--- config.mk ---
export PLATFORM = sky130hd
export DESIGN_NAME = fwa_alert_core
export DESIGN_NICKNAME = d
export VERILOG_FILES = /design/src/fwa_pkg.sv /design/src/fwa_ara_if.sv /design/src/fwa_alert_core.sv /design/src/fwa_ara_resp.sv
export SDC_FILE = /design/constraint.sdc
export NUM_CORES = 1
export LEC_CHECK = 0
export ABC_AREA = 1
export BUFFER_PORTS_ARGS = -buffer_cell sky130_fd_sc_hd__buf_4
export CAP_MARGIN = 20
export CORE_MARGIN = 3
export CORE_UTILIZATION = 52
export DETAILED_ROUTE_END_ITERATION = 7
export PLACE_DENSITY = 0.95
export SYNTH_ARGS = -nofsm -noshare
export SYNTH_HDL_FRONTEND = slang
export SYNTH_SLANG_ARGS = --single-unit
--- constraint.sdc ---
create_clock -name i_mclk -period 5.8 [get_ports i_mclk]
set_clock_uncertainty 0.05 [all_clocks]
set_input_delay 0.58 -clock i_mclk [delete_from_list [all_inputs] [get_ports i_mclk]]
set_output_delay 0.58 -clock i_mclk [all_outputs]
set_load 0.1 [all_outputs]
--- src/fwa_pkg.sv ---
// Constants and types shared by the fault/warning alert logic.
// Assumes a single 100 MHz clock domain; the bus pins are sampled, not clocked.
// Functional notes
// - Faults are always watched, never maskable.
// - Any fault turns output off, sets status.
// - Status one means fault/warning; bits stay latched.
// - Clear only on clear-all or output off-on.
// - Warnings never change the output state.
// - Ten warning sources feed the status bits.
// - Breaker trip sets its warning even without shutdown.
// - Alert pins released and disabled until configured.
// - Per-pin enable mask; active low, optional inversion.
// - Alert only on enabled bit rising zero-to-one.
// - Pins assert independently, always released together; comparator-mode pins follow live_r instead.
// - Clear-all releases alerts; persistent faults stay silent.
// - Live monitor warning re-sets on next sample.
// - Answer receive byte at alert response address.
// - Answer byte carries own address in top seven.
// - Lowest address wins; only winner releases alert.
// - Winner releases during the following not-acknowledge bit; the code releases in the slot after the address byte, acknowledged or not.
// - After answering, stay quiet until clear or event.
// - Comparator mode follows live threshold result unlatched.
// - Comparator selection uses the same enable mask.
// - Readings raw 12-bit; current offset binary at 2048.
// - Comparisons strict; equality raises no warning.
package fwa_pkg;

  localparam int NSTAT = 15;
  localparam int NFAULT = 5;
  localparam int NMON = 7;
  localparam int MON_W = 16;
  localparam int ADDR_W = 7;

  // Status bit positions
  localparam int ST_UV = 0;
  localparam int ST_OV = 1;
  localparam int ST_OC_TIMEOUT = 2;
  localparam int ST_OT_FAULT = 3;
  localparam int ST_FET = 4;
  localparam int ST_COMM_ERR = 5;
  localparam int ST_BREAKER = 6;
  localparam int ST_MON_BASE = 7;
  localparam int ST_HYST = 14;

  // Monitor channels: 0 iout oc, 1 vin uv, 2 vin ov, 3 vout uv,
  // 4 vout ov, 5 pin op, 6 ot warn. A one means an over-limit check.
  localparam logic [NMON-1:0] MON_OVER = 7'h75;

  // Zero sense voltage code of the offset-binary current reading
  localparam logic [11:0] CUR_ZERO_CODE = 12'h800;

  localparam logic [ADDR_W-1:0] ARA_ADDR = 7'h0c;
  localparam logic [7:0] CRC_POLY = 8'h07;
  localparam logic [3:0] ACK_SLOT = 4'h8;

  typedef enum logic [3:0] {
    AR_IDLE = 4'b0001,
    AR_ADDR = 4'b0010,
    AR_SEND = 4'b0100,
    AR_PEC = 4'b1000
  } fwa_ara_e;

  // One byte step of the SMBus packet error code
  function automatic logic [7:0] fwa_crc8(input logic [7:0] crc,
                                          input logic [7:0] data);
    logic [7:0] c;
    c = crc ^ data;
    for (int i = 0; i < 8; i++)
    begin
      c = c[7] ? ((c << 1) ^ CRC_POLY) : (c << 1);
    end
    return c;
  endfunction

endpackage

--- src/fwa_ara_if.sv ---
// Link between the alert core and its alert-response responder.
// Assumes both ends share the core clock.
`timescale 1ns/100ps
`default_nettype none
interface fwa_ara_if;
  import fwa_pkg::*;
  logic alert_pend;
  logic [ADDR_W-1:0] own_addr;
  logic won;
  modport core (output alert_pend, output own_addr, input won);
  modport resp (input alert_pend, input own_addr, output won);
endinterface
`default_nettype wire

--- src/fwa_alert_core.sv ---
// Fault/warning status latching and the two open-drain alert pins,
// with latched alert mode, live comparator mode and alert response.
// Assumes fault, breaker and bus pins are asynchronous; monitor values,
// limits, commands and configuration come from logic on i_mclk.
`timescale 1ns/100ps
`default_nettype none
module fwa_alert_core
  import fwa_pkg::*;
(
  // Clock and reset
  input wire logic i_mclk,
  input wire logic i_sys_rst,
  // Analog fault and breaker conditions
  input wire logic [NFAULT-1:0] i_fault_cond,
  input wire logic i_breaker_trip,
  // Warning sources on the core clock
  input wire logic i_comm_err,
  input wire logic i_mon_sample,
  input wire logic [NMON-1:0][MON_W-1:0] i_mon_value,
  input wire logic [NMON-1:0][MON_W-1:0] i_warn_limit,
  input wire logic i_hyst_warn,
  // Commands
  input wire logic i_clear_all,
  input wire logic i_op_on,
  // Configuration
  input wire logic [NSTAT-1:0] i_alert_enable_mask,
  input wire logic [NSTAT-1:0] i_second_alert_enable_mask,
  input wire logic [1:0] i_alert_invert,
  input wire logic [1:0] i_alert_cmp_mode,
  input wire logic [ADDR_W-1:0] i_own_addr,
  // Bus pins
  input wire logic i_scl,
  input wire logic i_sda,
  output logic o_sda_out,
  output logic o_sda_oe,
  // Alert pins
  output logic o_first_alert_output_out,
  output logic o_first_alert_output_oe,
  output logic o_second_alert_output_out,
  output logic o_second_alert_output_oe,
  // Status and hot swap gate enable
  output logic [NSTAT-1:0] o_status,
  output logic o_hs_enable
);

  logic [NFAULT-1:0] fault_s1_r;
  logic [NFAULT-1:0] fault_s2_r;
  logic brk_s1_r;
  logic brk_s2_r;
  logic [NSTAT-1:0] status_r;
  logic [NSTAT-1:0] status_nxt;
  logic [NSTAT-1:0] live_r;
  logic op_on_d_r;
  logic trip_r;
  logic hs_en_r;
  logic [1:0] pend_r;
  logic [1:0] pin_oe_r;

  fwa_ara_if ara ();

  // Two-stage synchronisers for asynchronous conditions
  always_ff @(posedge i_mclk)
  begin
    fault_s1_r <= i_sys_rst ? '0 : i_fault_cond;
    fault_s2_r <= i_sys_rst ? '0 : fault_s1_r;
    brk_s1_r <= i_sys_rst ? 1'b0 : i_breaker_trip;
    brk_s2_r <= i_sys_rst ? 1'b0 : brk_s1_r;
  end

  // Strict comparisons; the offset-binary current code orders like an
  // unsigned number, so no sign handling is needed around CUR_ZERO_CODE
  wire [NMON-1:0] mon_hit;
  genvar g;
  generate
    for (g = 0; g < NMON; g++)
    begin : g_cmp
      assign mon_hit[g] = MON_OVER[g] ?
        (i_mon_value[g] > i_warn_limit[g]) :
        (i_mon_value[g] < i_warn_limit[g]);
    end
  endgenerate

  // Threshold result of the current inputs in status bit order, taken only on a sample
  wire [NSTAT-1:0] mon_vec = {i_hyst_warn, mon_hit,
                              {(NSTAT-NMON-1){1'b0}}};

  // Event vector: faults and warnings are never masked; monitor warnings enter only on a sample
  wire [NSTAT-1:0] set_vec;
  assign set_vec[NFAULT-1:0] = fault_s2_r;
  assign set_vec[ST_COMM_ERR] = i_comm_err;
  assign set_vec[ST_BREAKER] = brk_s2_r;
  assign set_vec[NSTAT-1:ST_MON_BASE] =
    i_mon_sample ? mon_vec[NSTAT-1:ST_MON_BASE] : '0;

  wire op_rise = i_op_on & ~op_on_d_r;
  wire clr_status = i_clear_all | op_rise;

  // Set wins over clear, so active conditions stay latched
  assign status_nxt = (clr_status ? '0 : status_r) | set_vec;

  // New events only: compared against the registered previous copy
  wire [NSTAT-1:0] rise_vec = set_vec & ~status_r;

  wire [1:0][NSTAT-1:0] mask;
  assign mask[0] = i_alert_enable_mask;
  assign mask[1] = i_second_alert_enable_mask;

  wire [1:0] hit_new;
  wire [1:0] cmp_act;
  wire [1:0] configured;
  wire [1:0] pin_active;
  generate
    for (g = 0; g < 2; g++)
    begin : g_pin
      assign hit_new[g] = |(rise_vec & mask[g]);
      assign cmp_act[g] = |(live_r & mask[g]);
      assign configured[g] = |mask[g];
      assign pin_active[g] = i_alert_cmp_mode[g] ? cmp_act[g] : pend_r[g];
    end
  endgenerate

  // Both pins share one release so latched-mode pins go inactive together; comparator-mode pins follow live_r
  wire alert_clr = i_clear_all | ara.won;
  wire [1:0] pend_nxt = (alert_clr ? 2'h0 : pend_r) | hit_new;

  // Open-drain: drive low when active and not inverted, or the reverse
  wire [1:0] drive_low = (pin_active ^ i_alert_invert) & configured;

  always_ff @(posedge i_mclk)
  begin
    if (i_sys_rst)
    begin
      status_r <= '0;
      live_r <= '0;
      op_on_d_r <= 1'b0;
      pend_r <= 2'h0;
      pin_oe_r <= 2'h0;
    end
    else
    begin
      status_r <= status_nxt;
      if (i_mon_sample)
        live_r <= mon_vec;
      op_on_d_r <= i_op_on;
      pend_r <= pend_nxt;
      pin_oe_r <= drive_low;
    end
  end

  // Only faults trip the gate; an off-on command re-arms it
  always_ff @(posedge i_mclk)
  begin
    if (i_sys_rst)
    begin
      trip_r <= 1'b0;
      hs_en_r <= 1'b0;
    end
    else
    begin
      trip_r <= (|fault_s2_r) | (trip_r & ~op_rise);
      hs_en_r <= i_op_on & ~(|fault_s2_r) & ~(trip_r & ~op_rise);
    end
  end

  assign ara.alert_pend = |(pend_r & configured & ~i_alert_cmp_mode);
  assign ara.own_addr = i_own_addr;

  fwa_ara_resp u_ara (
    .i_mclk(i_mclk),
    .i_sys_rst(i_sys_rst),
    .i_scl(i_scl),
    .i_sda(i_sda),
    .o_sda_oe(o_sda_oe),
    .ara(ara)
  );

  assign o_sda_out = 1'b0;
  assign o_first_alert_output_out = 1'b0;
  assign o_first_alert_output_oe = pin_oe_r[0];
  assign o_second_alert_output_out = 1'b0;
  assign o_second_alert_output_oe = pin_oe_r[1];
  assign o_status = status_r;
  assign o_hs_enable = hs_en_r;

endmodule
`default_nettype wire

--- src/fwa_ara_resp.sv ---
// Alert response address responder: answers a receive byte at the
// alert response address with the own address, optionally with PEC.
// Assumes scl and sda pins arrive asynchronously; the bus is slow
// against the clock so edges are found by sampling.
`timescale 1ns/100ps
`default_nettype none
module fwa_ara_resp
  import fwa_pkg::*;
(
  // Clock and reset
  input wire logic i_mclk,
  input wire logic i_sys_rst,
  // Bus pins
  input wire logic i_scl,
  input wire logic i_sda,
  output logic o_sda_oe,
  // Core link
  fwa_ara_if.resp ara
);

  logic [2:0] scl_r;
  logic [2:0] sda_r;
  fwa_ara_e state_r;
  logic [3:0] cnt_r;
  logic [7:0] shift_r;
  logic [7:0] addr_byte_r;
  logic drv_r;
  logic won_r;

  // Stage 0 feeds only stage 1; edges use stages 1 and 2
  always_ff @(posedge i_mclk)
  begin
    scl_r <= i_sys_rst ? 3'h7 : {scl_r[1:0], i_scl};
    sda_r <= i_sys_rst ? 3'h7 : {sda_r[1:0], i_sda};
  end

  wire scl_rise = scl_r[1] & ~scl_r[2];
  wire scl_fall = ~scl_r[1] & scl_r[2];
  wire sda_now = sda_r[1];
  wire bus_start = scl_r[1] & scl_r[2] & sda_r[2] & ~sda_r[1];
  wire bus_stop = scl_r[1] & scl_r[2] & ~sda_r[2] & sda_r[1];
  wire [7:0] ara_rd = {ARA_ADDR, 1'b1};
  wire hit = (shift_r == ara_rd) & ara.alert_pend;
  wire [7:0] my_byte = {ara.own_addr, 1'b1};
  wire [7:0] pec_byte = fwa_crc8(fwa_crc8(8'h00, ara_rd), addr_byte_r);
  wire [7:0] tx_byte = (state_r == AR_PEC) ? pec_byte : addr_byte_r;
  wire last_bit = (cnt_r == ACK_SLOT);
  wire [2:0] bit_sel = 3'(7 - cnt_r[2:0]);
  // Released one while the bus reads low: a lower address is winning
  wire lost = tx_byte[bit_sel] & ~sda_now;

  always_ff @(posedge i_mclk)
  begin
    won_r <= 1'b0;
    if (i_sys_rst | bus_stop)
    begin
      state_r <= AR_IDLE;
      cnt_r <= 4'h0;
      drv_r <= 1'b0;
    end
    else if (bus_start)
    begin
      state_r <= AR_ADDR;
      cnt_r <= 4'h0;
      drv_r <= 1'b0;
    end
    else if (scl_rise)
    begin
      unique case (state_r)
        AR_IDLE: cnt_r <= 4'h0;
        AR_ADDR:
        begin
          if (!last_bit)
          begin
            shift_r <= {shift_r[6:0], sda_now};
            cnt_r <= cnt_r + 4'h1;
          end
          else
          begin
            state_r <= hit ? AR_SEND : AR_IDLE;
            addr_byte_r <= my_byte;
            cnt_r <= 4'h0;
          end
        end
        AR_SEND, AR_PEC:
        begin
          if (!last_bit && lost)
          begin
            state_r <= AR_IDLE;
            drv_r <= 1'b0;
          end
          else if (!last_bit)
            cnt_r <= cnt_r + 4'h1;
          else
          begin
            // Released in the acknowledge slot after the address byte
            won_r <= (state_r == AR_SEND);
            state_r <= (state_r == AR_SEND && !sda_now) ? AR_PEC : AR_IDLE;
            cnt_r <= 4'h0;
          end
        end
      endcase
    end
    else if (scl_fall)
    begin
      unique case (state_r)
        AR_IDLE: drv_r <= 1'b0;
        AR_ADDR: drv_r <= last_bit & hit;
        AR_SEND, AR_PEC: drv_r <= ~last_bit & ~tx_byte[bit_sel];
      endcase
    end
  end

  assign o_sda_oe = drv_r;
  assign ara.won = won_r;

endmodule
`default_nettype wire

==> impl_metrics.env, run 1 <==
export IMPL_grt_max_degree=47
export IMPL_cp_required_ps=5720
export IMPL_ys_seq_area_frac=0.256
export IMPL_fin_crit_sh=0.381
export IMPL_cts_hold_buffers=0
export IMPL_placementRows=39
export IMPL_wire_per_inst_um=15.8
export IMPL_slowest_stage="nor2_1"
export IMPL_overflow=0
export IMPL_post_route_min_period_ps=2210
export IMPL_p_per_area_mw_per_mm2=184
export IMPL_reg2reg_to="u_ara.addr_byte_r[4]"
export IMPL_cp_cell_sequence="inv_1 > ha_1 > nand3_1 > inv_1 > nand3_1 > nor2_1"
export IMPL_drive_above_1_share=0.273
export IMPL_fin_hold_ws_ps=350
export IMPL_syn_inst=915
export IMPL_drcViolationCount=0
export IMPL_synth_seq_cells=73
export IMPL_synthesis_area_mm2=0.00630
export IMPL_place_ws_ps=3390
export IMPL_outcome="completed"
export IMPL_max_freq_ghz=0.453
export IMPL_hold_class="register to register"
export IMPL_htree_num_levels=3
export IMPL_antennaDiodeCount=0
export IMPL_via_per_inst=5.26
export IMPL_firstDrtPassIters=6
export IMPL_slew_viol_final=0
export IMPL_grt_setup_unrepaired="no"
export IMPL_vias=7175
export IMPL_finalInstanceArea_mm2=0.00900
export IMPL_setup_tns_final_ps=0
export IMPL_clock_path_buffers=2
export IMPL_critPathMaxStageDelay_ps=510
export IMPL_start_util=0.542
export IMPL_dpl_cell_count=1348
export IMPL_post_cts_buffers=0
export IMPL_synth_cell_types=35
export IMPL_max_slew_margin=0.563
export IMPL_crit_path_start_kind="register"
export IMPL_dpl_cell_area_mm2=0.00867
export IMPL_clock_sinks=73
export IMPL_dp_hpwl_um=18500
export IMPL_final_antenna_net_count=0
export IMPL_cp_max_fo=8
export IMPL_port_buffer_count=298
export IMPL_clk_pin_slew_ps=60
export IMPL_drt_iter0_drc=545
export IMPL_final_util=0.775
export IMPL_cts_root_buf="clkbuf_16"
export IMPL_maxCapViolCount=0
export IMPL_grt_pass1_vias=7077
export IMPL_syn_to_final_growth_pct=42.9
export IMPL_hold_viol=0
export IMPL_fin_ws_ps=3590
export IMPL_p_leak_nw=5.02
export IMPL_syn_area_per_cell_um2=6.88
export IMPL_crit_start="u_ara.cnt_r[0]"
export IMPL_r2r_start="u_ara.cnt_r[0]"
export IMPL_tightest_slew_ps=650
export IMPL_ir_worst_vdd_v=0.000209
export IMPL_p_total_mw=1.65
export IMPL_cts_tree="yes"
export IMPL_gp_congestion=0.940
export IMPL_cts_made_buffers=9
export IMPL_core_area_mm2=0.0116
export IMPL_path_class="register to register"
export IMPL_crit_path_end="u_ara.addr_byte_r[4]"
export IMPL_fin_cells=1365
export IMPL_wirelength_um=21500
export IMPL_track_usage=0.310
export IMPL_clk_latency_ps=330
export IMPL_fin_nets=1609
export IMPL_cp_end_kind="register"
export IMPL_die_h_um=116
export IMPL_die_area_mm2=0.0135
export IMPL_io_pins=302
export IMPL_antenna_found_initial=0
export IMPL_cts_resized=0
export IMPL_setup_viol=0
export IMPL_fp_dieW_um=116
export IMPL_r2r_cells=6
export IMPL_grt_pass1_wl_um=32800
export IMPL_arrival_ps=2130
export IMPL_synth_warnings=0
export IMPL_ff2ff_setup_slack_ps=3590
[power by group]
part | switching (mW) | internal (mW)
sequential | 0.0145 | 0.539
clock | 0.207 | 0.389
combinational | 0.268 | 0.234
[cells in the final DEF, fill, tap and decap left out, drive strengths merged, types with 15 or more instances in the layout]
cell type	instances
buf	300
inv	207
nand2	198
ha	112
a21oi	88
nor2	59
dfxtp	58
nand3	57
nand4	28
o21ai	24
nor4	16
edfxtp	15
[flip-flops by register name, indices dropped and copies added, names as in the netlist]
signal             cells
u_ara.shift_r          8
trip_r                 1
u_ara.addr_byte_r      7
pend_r                 2
u_ara.state_r          4
fault_s2_r             5
brk_s1_r               1
u_ara.cnt_r            4
u_ara.sda_r            3
pin_oe_r               2
op_on_d_r              1
o_hs_enable            1
u_ara.scl_r            3
live_r                 8
u_ara.o_sda_oe         1
o_status              15
u_ara.ara.won          1
brk_s2_r               1
fault_s1_r             5
[metal layers]
layer	up-vias	routed length (µm)	global-route usage
met4	0	869	0.126
li1	3577	-	-
met2	375	10600	0.572
met1	3155	7920	0.339
met3	68	2170	0.0773
met5	-	0	0
[final cells by class]
cell class	count	area [µm²]
tap	143	179
clock inverter	4	76.3
multi-input combinational	626	3850
fill	828	2620
inverter	207	777
sequential	73	1610
timing repair buffer	300	2250
clock buffer	12	246
[synthesized netlist by cell type]
library cell / number / share of area
a211oi_1: 2 / 0.0024
edfxtp_1: 15 / 0.072
nand2_2: 3 / 0.0030
buf_4: 3 / 0.0036
clkbuf_1: 7 / 0.0042
a21oi_1: 86 / 0.068
nand3_2: 4 / 0.0064
dfxtp_1: 58 / 0.18
nand3_4: 1 / 0.0028
o21ai_0: 24 / 0.019
o221a_2: 1 / 0.0018
and3_1: 1 / 0.00099
nor2_4: 2 / 0.0036
nor4_1: 16 / 0.016
o21a_1: 7 / 0.0083
xnor2_1: 3 / 0.0042
or2_2: 4 / 0.0040
xor2_1: 1 / 0.0014
a21boi_0: 1 / 0.0012
buf_6: 1 / 0.0018
a21o_1: 1 / 0.0012
conb_1: 1 / 0.00060
a31oi_1: 3 / 0.0030
o22ai_1: 2 / 0.0020
nor2_1: 57 / 0.034
ha_1: 112 / 0.22
nand2_4: 2 / 0.0036
a32o_1: 1 / 0.0016
nor3_1: 11 / 0.0087
inv_1: 207 / 0.12
o211ai_1: 3 / 0.0036
nand4_1: 28 / 0.028
nand3_1: 52 / 0.041
a21oi_2: 2 / 0.0028
nand2_1: 193 / 0.12
[worst max-delay path, delay by kind of cell, from the launching register on]
family / cells / cell delay (ps)
buffers and inverters: 2 / 430
and+or+nand+nor: 3 / 770
DFF: 1 / 400
adders and majority gates: 1 / 170
[worst min-delay path by stage]
stage                        startpoint       endpoint  slack, ps  cells after the start
after floorplan                brk_s1_r       brk_s2_r        340                      2
after global placement         brk_s1_r       brk_s2_r        340                      2
after detailed placement  fault_s1_r[1]  fault_s2_r[1]        340                      2
after CTS                 fault_s1_r[1]  fault_s2_r[1]        350                      2
after global routing      fault_s1_r[1]  fault_s2_r[1]        360                      2
final                     fault_s1_r[1]  fault_s2_r[1]        350                      2
[kinds of logic after synthesis]
logic type / share of synthesized area
buffers and inverters: 0.133
AND/OR/NAND/NOR: 0.267
adder cells (fa/ha/maj): 0.223
AO/OA/AOI/OAI: 0.115
flip-flops: 0.256
XOR/XNOR: 0.00557
other: 0.000596
Power figures use the tool's default switching activity.
==> run 2: changes to the inputs <==
- CORE_UTILIZATION: 52 -> 48
- PLACE_DENSITY: 0.95 -> 0.9
- clock period: 5.8 -> 2.1 ns (I/O delays scaled with it)
==> run 2 against run 1 <==
Compared with the run above:
- worst hold slack lost 340 ps
- wire length down 3.8%
- sequential share of layout area down 0.37 points
- core utilization down 5.3 points
- sequential power rose to 2.8 times the previous value
- cell area increased by 2.1%
- first-iteration DRC count is 39% lower
- maximum frequency is 15% higher
- register-to-register slack worse by 3400 ps
- combinational power increased to 2.7 times the previous value
- final cell count up 3.3%
- non-clock buffer count rose by 16
- critical endpoint is now u_ara.cnt_r[1]
- largest power group unchanged
==> impl_metrics.env, run 2 (synthesis gave the netlist of run 1 again) <==
export IMPL_drt_iter0_drc=332
export IMPL_cp_cell_sequence="inv_1 > nand2_1 > nor2_4 > buf_12 > nand3_1 > nand3_1 > nand3_2 > nand3_2 > nand2_4 > nor2_4 > nand3_4 > nand2_4 > nand2_1 > nand2_1 > nor2_1"
export IMPL_path_class="register to register"
export IMPL_final_cell_mix="buf_4 (308), inv_1 (206), nand2_1 (193)"
export IMPL_overflow=0
export IMPL_dpl_cell_count=1385
export IMPL_r2r_cells=15
export IMPL_track_usage=0.275
export IMPL_cp_end_kind="register"
export IMPL_ir_worst_vdd_v=0.000601
export IMPL_crit_path_frequent_cell="nand2_1"
export IMPL_placementRows=41
export IMPL_fin_crit_sh=0.917
export IMPL_cts_made_buffers=9
export IMPL_slew_viol_final=0
export IMPL_antennaDiodeCount=0
export IMPL_hold_class="input pin to register"
export IMPL_mostFrequentLayoutCell="buf_4"
export IMPL_cp_required_ps=2270
export IMPL_firstDrtPassIters=5
export IMPL_setup_viol=0
export IMPL_fp_dieW_um=121
export IMPL_cp_max_fo=11
export IMPL_largest_reg_flops=15
export IMPL_clock_sinks=73
export IMPL_syn_to_final_growth_pct=45.9
export IMPL_fin_nets=1625
export IMPL_grt_setup_unrepaired="no"
export IMPL_antenna_found_initial=2
export IMPL_final_antenna_net_count=0
export IMPL_max_slew_margin=0.631
export IMPL_grt_pass1_vias=6822
export IMPL_power_frac_clock=0.359
export IMPL_fin_cells=1410
export IMPL_p_leak_nw=5.10
export IMPL_p_per_area_mw_per_mm2=494
export IMPL_clk_pin_slew_ps=60
export IMPL_clock_path_buffers=2
export IMPL_internal_power_mw=3.18
export IMPL_htree_num_levels=3
export IMPL_grt_max_degree=46
export IMPL_switching_share=0.299
export IMPL_via_per_inst=5.04
export IMPL_start_util=0.495
export IMPL_drcViolationCount=0
export IMPL_post_route_min_period_ps=1920
export IMPL_clk_latency_ps=330
export IMPL_port_buffer_count=298
export IMPL_cts_tree="yes"
export IMPL_tightest_slew_ps=553
export IMPL_core_area_mm2=0.0127
export IMPL_io_pins=302
export IMPL_grt_pass1_wl_um=31700
export IMPL_setup_tns_final_ps=0
export IMPL_maxCapViolCount=0
export IMPL_cts_root_buf="clkbuf_16"
export IMPL_critPathMaxStageDelay_ps=330
export IMPL_combPwrFrac=0.305
export IMPL_wire_per_inst_um=14.7
export IMPL_drive_above_1_share=0.279
export IMPL_outcome="completed"
export IMPL_crit_path_start_kind="register"
export IMPL_switching_power_mw=1.36
export IMPL_vias=7111
export IMPL_min_path_cells=2
export IMPL_gp_congestion=0.933
export IMPL_pwr_share_seq=0.337
export IMPL_arrival_ps=2090
export IMPL_wirelength_um=20700
export IMPL_die_area_mm2=0.0145
export IMPL_dp_hpwl_um=17800
export IMPL_hold_viol=0
export IMPL_die_h_um=121
export IMPL_max_freq_ghz=0.520
export IMPL_slowest_stage="dfxtp_1"
-- run 2: power groups by stage --
stage          sequential, mW  clock, mW  combinational (mW)
6_report                 1.53       1.63                1.38
5_1_grt                  1.53       1.70                1.55
4_1_cts                  1.53       1.64                1.38
3_5_place_dp             1.56          0                1.37
3_3_place_gp             1.55          0                1.33
2_1_floorplan            1.70          0               0.593
-- run 2: area by class of cell --
| cell class | count | area [µm²] |
|---|---|---|
| clock buffer | 9 | 225 |
| clock inverter | 7 | 92.6 |
| fill | 1036 | 3540 |
| inverter | 207 | 777 |
| multi-input combinational | 626 | 3860 |
| sequential | 73 | 1610 |
| tap | 172 | 215 |
| timing repair buffer | 316 | 2400 |
-- run 2: critical path, delay by kind of cell (launching register included) --
family,cells,cell delay [ps]
buf+inv,2,220
simple gates,13,1220
flops,1,330
-- run 2: metrics by stage --
stage / power, mW / instance area, µm² / util / worst slack [ps] / hold WS (ps)
after global routing: 4.78 / 9190 / 0.722 / 10.7 / 15.8
after CTS: 4.54 / 9130 / 0.717 / 110 / 0.424
after detailed placement: 2.92 / 8770 / 0.689 / 165 / 339
after floorplan: 2.30 / 6310 / - / 126 / 259
final: 4.54 / 9190 / 0.722 / 175 / 10.7
after global placement: 2.89 / 8770 / 0.689 / 189 / 339
-- run 2: final timing paths --
| check | startpoint | end | slack (ps) |
|---|---|---|---|
| setup / recovery | u_ara.state_r[0] | u_ara.cnt_r[1] | 180 |
| hold / removal | i_scl | u_ara.scl_r[0] | 10 |
| setup reg to reg | u_ara.state_r[0] | u_ara.cnt_r[1] | 180 |
| hold reg to reg | fault_s1_r[1] | fault_s2_r[1] | 350 |
-- run 2: metal layers --
metal | track usage | part of all wire | vias to the layer above
li1 | - | - | 3615
met1 | 0.304 | 0.38 | 3138
met2 | 0.480 | 0.47 | 298
met3 | 0.0921 | 0.10 | 56
met4 | 0.118 | 0.039 | 4
met5 | 0 | 0.0012 | -
-- run 2: repair_timing --
| item | 4_1_cts | 5_1_grt |
|---|---|---|
| hold buffers | 4 | 3 |
| gates resized for setup | 0 | 1 |
| hold endpoints to repair | 4 | 3 |
| endpoints found under the setup margin | 0 | 9 |
| buffers inserted | 0 | 2 |
==> run 3: changes to the inputs <==
- CORE_MARGIN: 3 -> 8
- RECOVER_POWER: not set -> 50
==> run 3 against run 2 <==
Compared with the run above:
- cell area decreased by 0.18%
- count of clock-buffer cells in the layout unchanged
- critical path type unchanged
- die area increased by 17%
- wire length increased by 7.8%
- via count about the same
- setup slack got worse by 78 ps
- combinational power about the same
- critical path depth decreased by 1
- worst hold slack got worse by 2.3 ps
- first-iteration DRC count decreased by 9.0%
- largest cell class unchanged
==> impl_metrics.env, run 3 (synthesis gave the netlist of run 1 again) <==
export IMPL_core_area_mm2=0.0130
export IMPL_fin_nets=1629
export IMPL_syn_to_final_growth_pct=45.6
export IMPL_p_total_mw=4.42
export IMPL_cp_max_fo=5
export IMPL_p_per_area_mw_per_mm2=482
export IMPL_crit_path_frequent_cell="nand2_1"
export IMPL_crit_path_start_kind="register"
export IMPL_cts_root_buf="clkbuf_16"
export IMPL_ir_worst_vdd_v=0.000446
export IMPL_hold_class="input pin to register"
export IMPL_die_area_mm2=0.0170
export IMPL_drcViolationCount=0
export IMPL_tightest_slew_ps=1170
export IMPL_cp_end_kind="register"
export IMPL_final_cell_mix="buf_4 (300), inv_1 (206), nand2_1 (193)"
export IMPL_max_slew_margin=0.225
export IMPL_r2r_cells=14
export IMPL_dp_hpwl_um=19400
export IMPL_fin_cells=1418
export IMPL_wirelength_um=22300
export IMPL_start_util=0.483
export IMPL_p_leak_nw=5.09
export IMPL_drt_iter0_drc=302
export IMPL_hold_end="u_ara.sda_r[0]"
export IMPL_slew_viol_final=0
export IMPL_placementRows=42
export IMPL_antenna_found_initial=0
export IMPL_post_route_min_period_ps=2000
export IMPL_htree_num_levels=3
export IMPL_min_path_cells=2
export IMPL_track_usage=0.251
export IMPL_grt_max_degree=46
export IMPL_final_antenna_net_count=0
export IMPL_via_per_inst=5.02
export IMPL_final_util=0.704
export IMPL_dpl_cell_count=1390
export IMPL_wire_per_inst_um=15.7
export IMPL_critPathMaxStageDelay_ps=330
export IMPL_cp_cell_sequence="inv_1 > nand2_1 > nor2_2 > nand3_1 > nand3_1 > nand3_2 > nand3_2 > nand2_4 > nor2_4 > nand3_4 > nand2_4 > nand2_1 > nand2_1 > nor2_1"
export IMPL_path_class="register to register"
export IMPL_dpl_cell_area_mm2=0.00878
export IMPL_overflow=0
export IMPL_finalInstanceArea_mm2=0.00917
export IMPL_firstDrtPassIters=5
export IMPL_vias=7118
export IMPL_setup_viol=0
export IMPL_ff2ff_setup_slack_ps=100
export IMPL_maxCapViolCount=0
export IMPL_grt_pass1_vias=7026
export IMPL_clk_latency_ps=330
export IMPL_max_freq_ghz=0.499
export IMPL_arrival_ps=2170
export IMPL_reg2reg_to="u_ara.cnt_r[2]"
export IMPL_clk_pin_slew_ps=60
export IMPL_drive_above_1_share=0.280
export IMPL_fin_crit_sh=0.954
export IMPL_largest_reg_flops=15
export IMPL_io_pins=302
export IMPL_grt_pass1_wl_um=33300
export IMPL_die_h_um=131
export IMPL_gp_congestion=0.910
export IMPL_slowest_stage="dfxtp_1"
export IMPL_clock_sinks=73
export IMPL_hold_viol=0
export IMPL_fp_dieW_um=131
export IMPL_r2r_start="u_ara.state_r[0]"
export IMPL_port_buffer_count=298
export IMPL_cts_made_buffers=9
export IMPL_outcome="completed"
export IMPL_mostFrequentLayoutCell="buf_4"
export IMPL_hold_start="i_sda"
export IMPL_cts_tree="yes"
export IMPL_antennaDiodeCount=0
export IMPL_cp_required_ps=2270
export IMPL_clock_path_buffers=2
==> run 3: stage by stage <==
step | hold WS [ps] | TNS, ps | worst slack (ps)
after floorplan | 259 | 0 | 126
after CTS | 3.84 | 0 | 82.7
after global routing | 6.07 | -11.5 | -11.5
after global placement | 338 | 0 | 168
final | 8.44 | 0 | 97.6
after detailed placement | 340 | 0 | 114
==> run 3: layer usage <==
metal	GRT usage	up-vias	routed length, µm
met2	0.431	317	10500
met3	0.0718	67	2110
met5	0	-	0
li1	-	3621	-
met1	0.276	3113	8610
met4	0.136	0	1070
==> run 3: area by class of cell <==
cell class	instances	area [µm²]
inverter	207	777
timing repair buffer	319	2400
tap	176	220
multi-input combinational	627	3870
fill	1076	3860
sequential	73	1610
clock buffer	9	225
clock inverter	7	67.6
==> run 3: worst max-delay path by stage <==
stage / slack (ps) / to / cells after the start / startpoint
after floorplan: 130 / pend_r[1] / 8 / o_status[4]
after global placement: 170 / pend_r[0] / 11 / i_mon_value[15]
after detailed placement: 110 / u_ara.cnt_r[2] / 16 / u_ara.state_r[2]
after CTS: 80 / u_ara.cnt_r[2] / 16 / u_ara.state_r[2]
after global routing: -10 / u_ara.state_r[3] / 15 / u_ara.state_r[1]
final: 100 / u_ara.cnt_r[2] / 14 / u_ara.state_r[0]
==> run 3: power by group <==
group          internal, mW  switching, mW
Combinational         0.656          0.729
Clock                 0.918          0.585
Sequential             1.49         0.0398
Total                  3.06           1.35
==> run 3: what timing repair did <==
| action | CTS | global route |
|---|---|---|
| endpoints found under the setup margin | 0 | 9 |
| gates resized for setup | 0 | 1 |
| setup buffers | 0 | 4 |
| endpoints found under the hold margin | 4 | 3 |
| hold buffers | 4 | 3 |
==> run 3: worst max-delay path: cells and delay by family, from the launching register on <==
kind / cells / cell delay (ps)
DFF: 1 / 330
and+or+nand+nor: 13 / 1450
buffers and inverters: 1 / 60
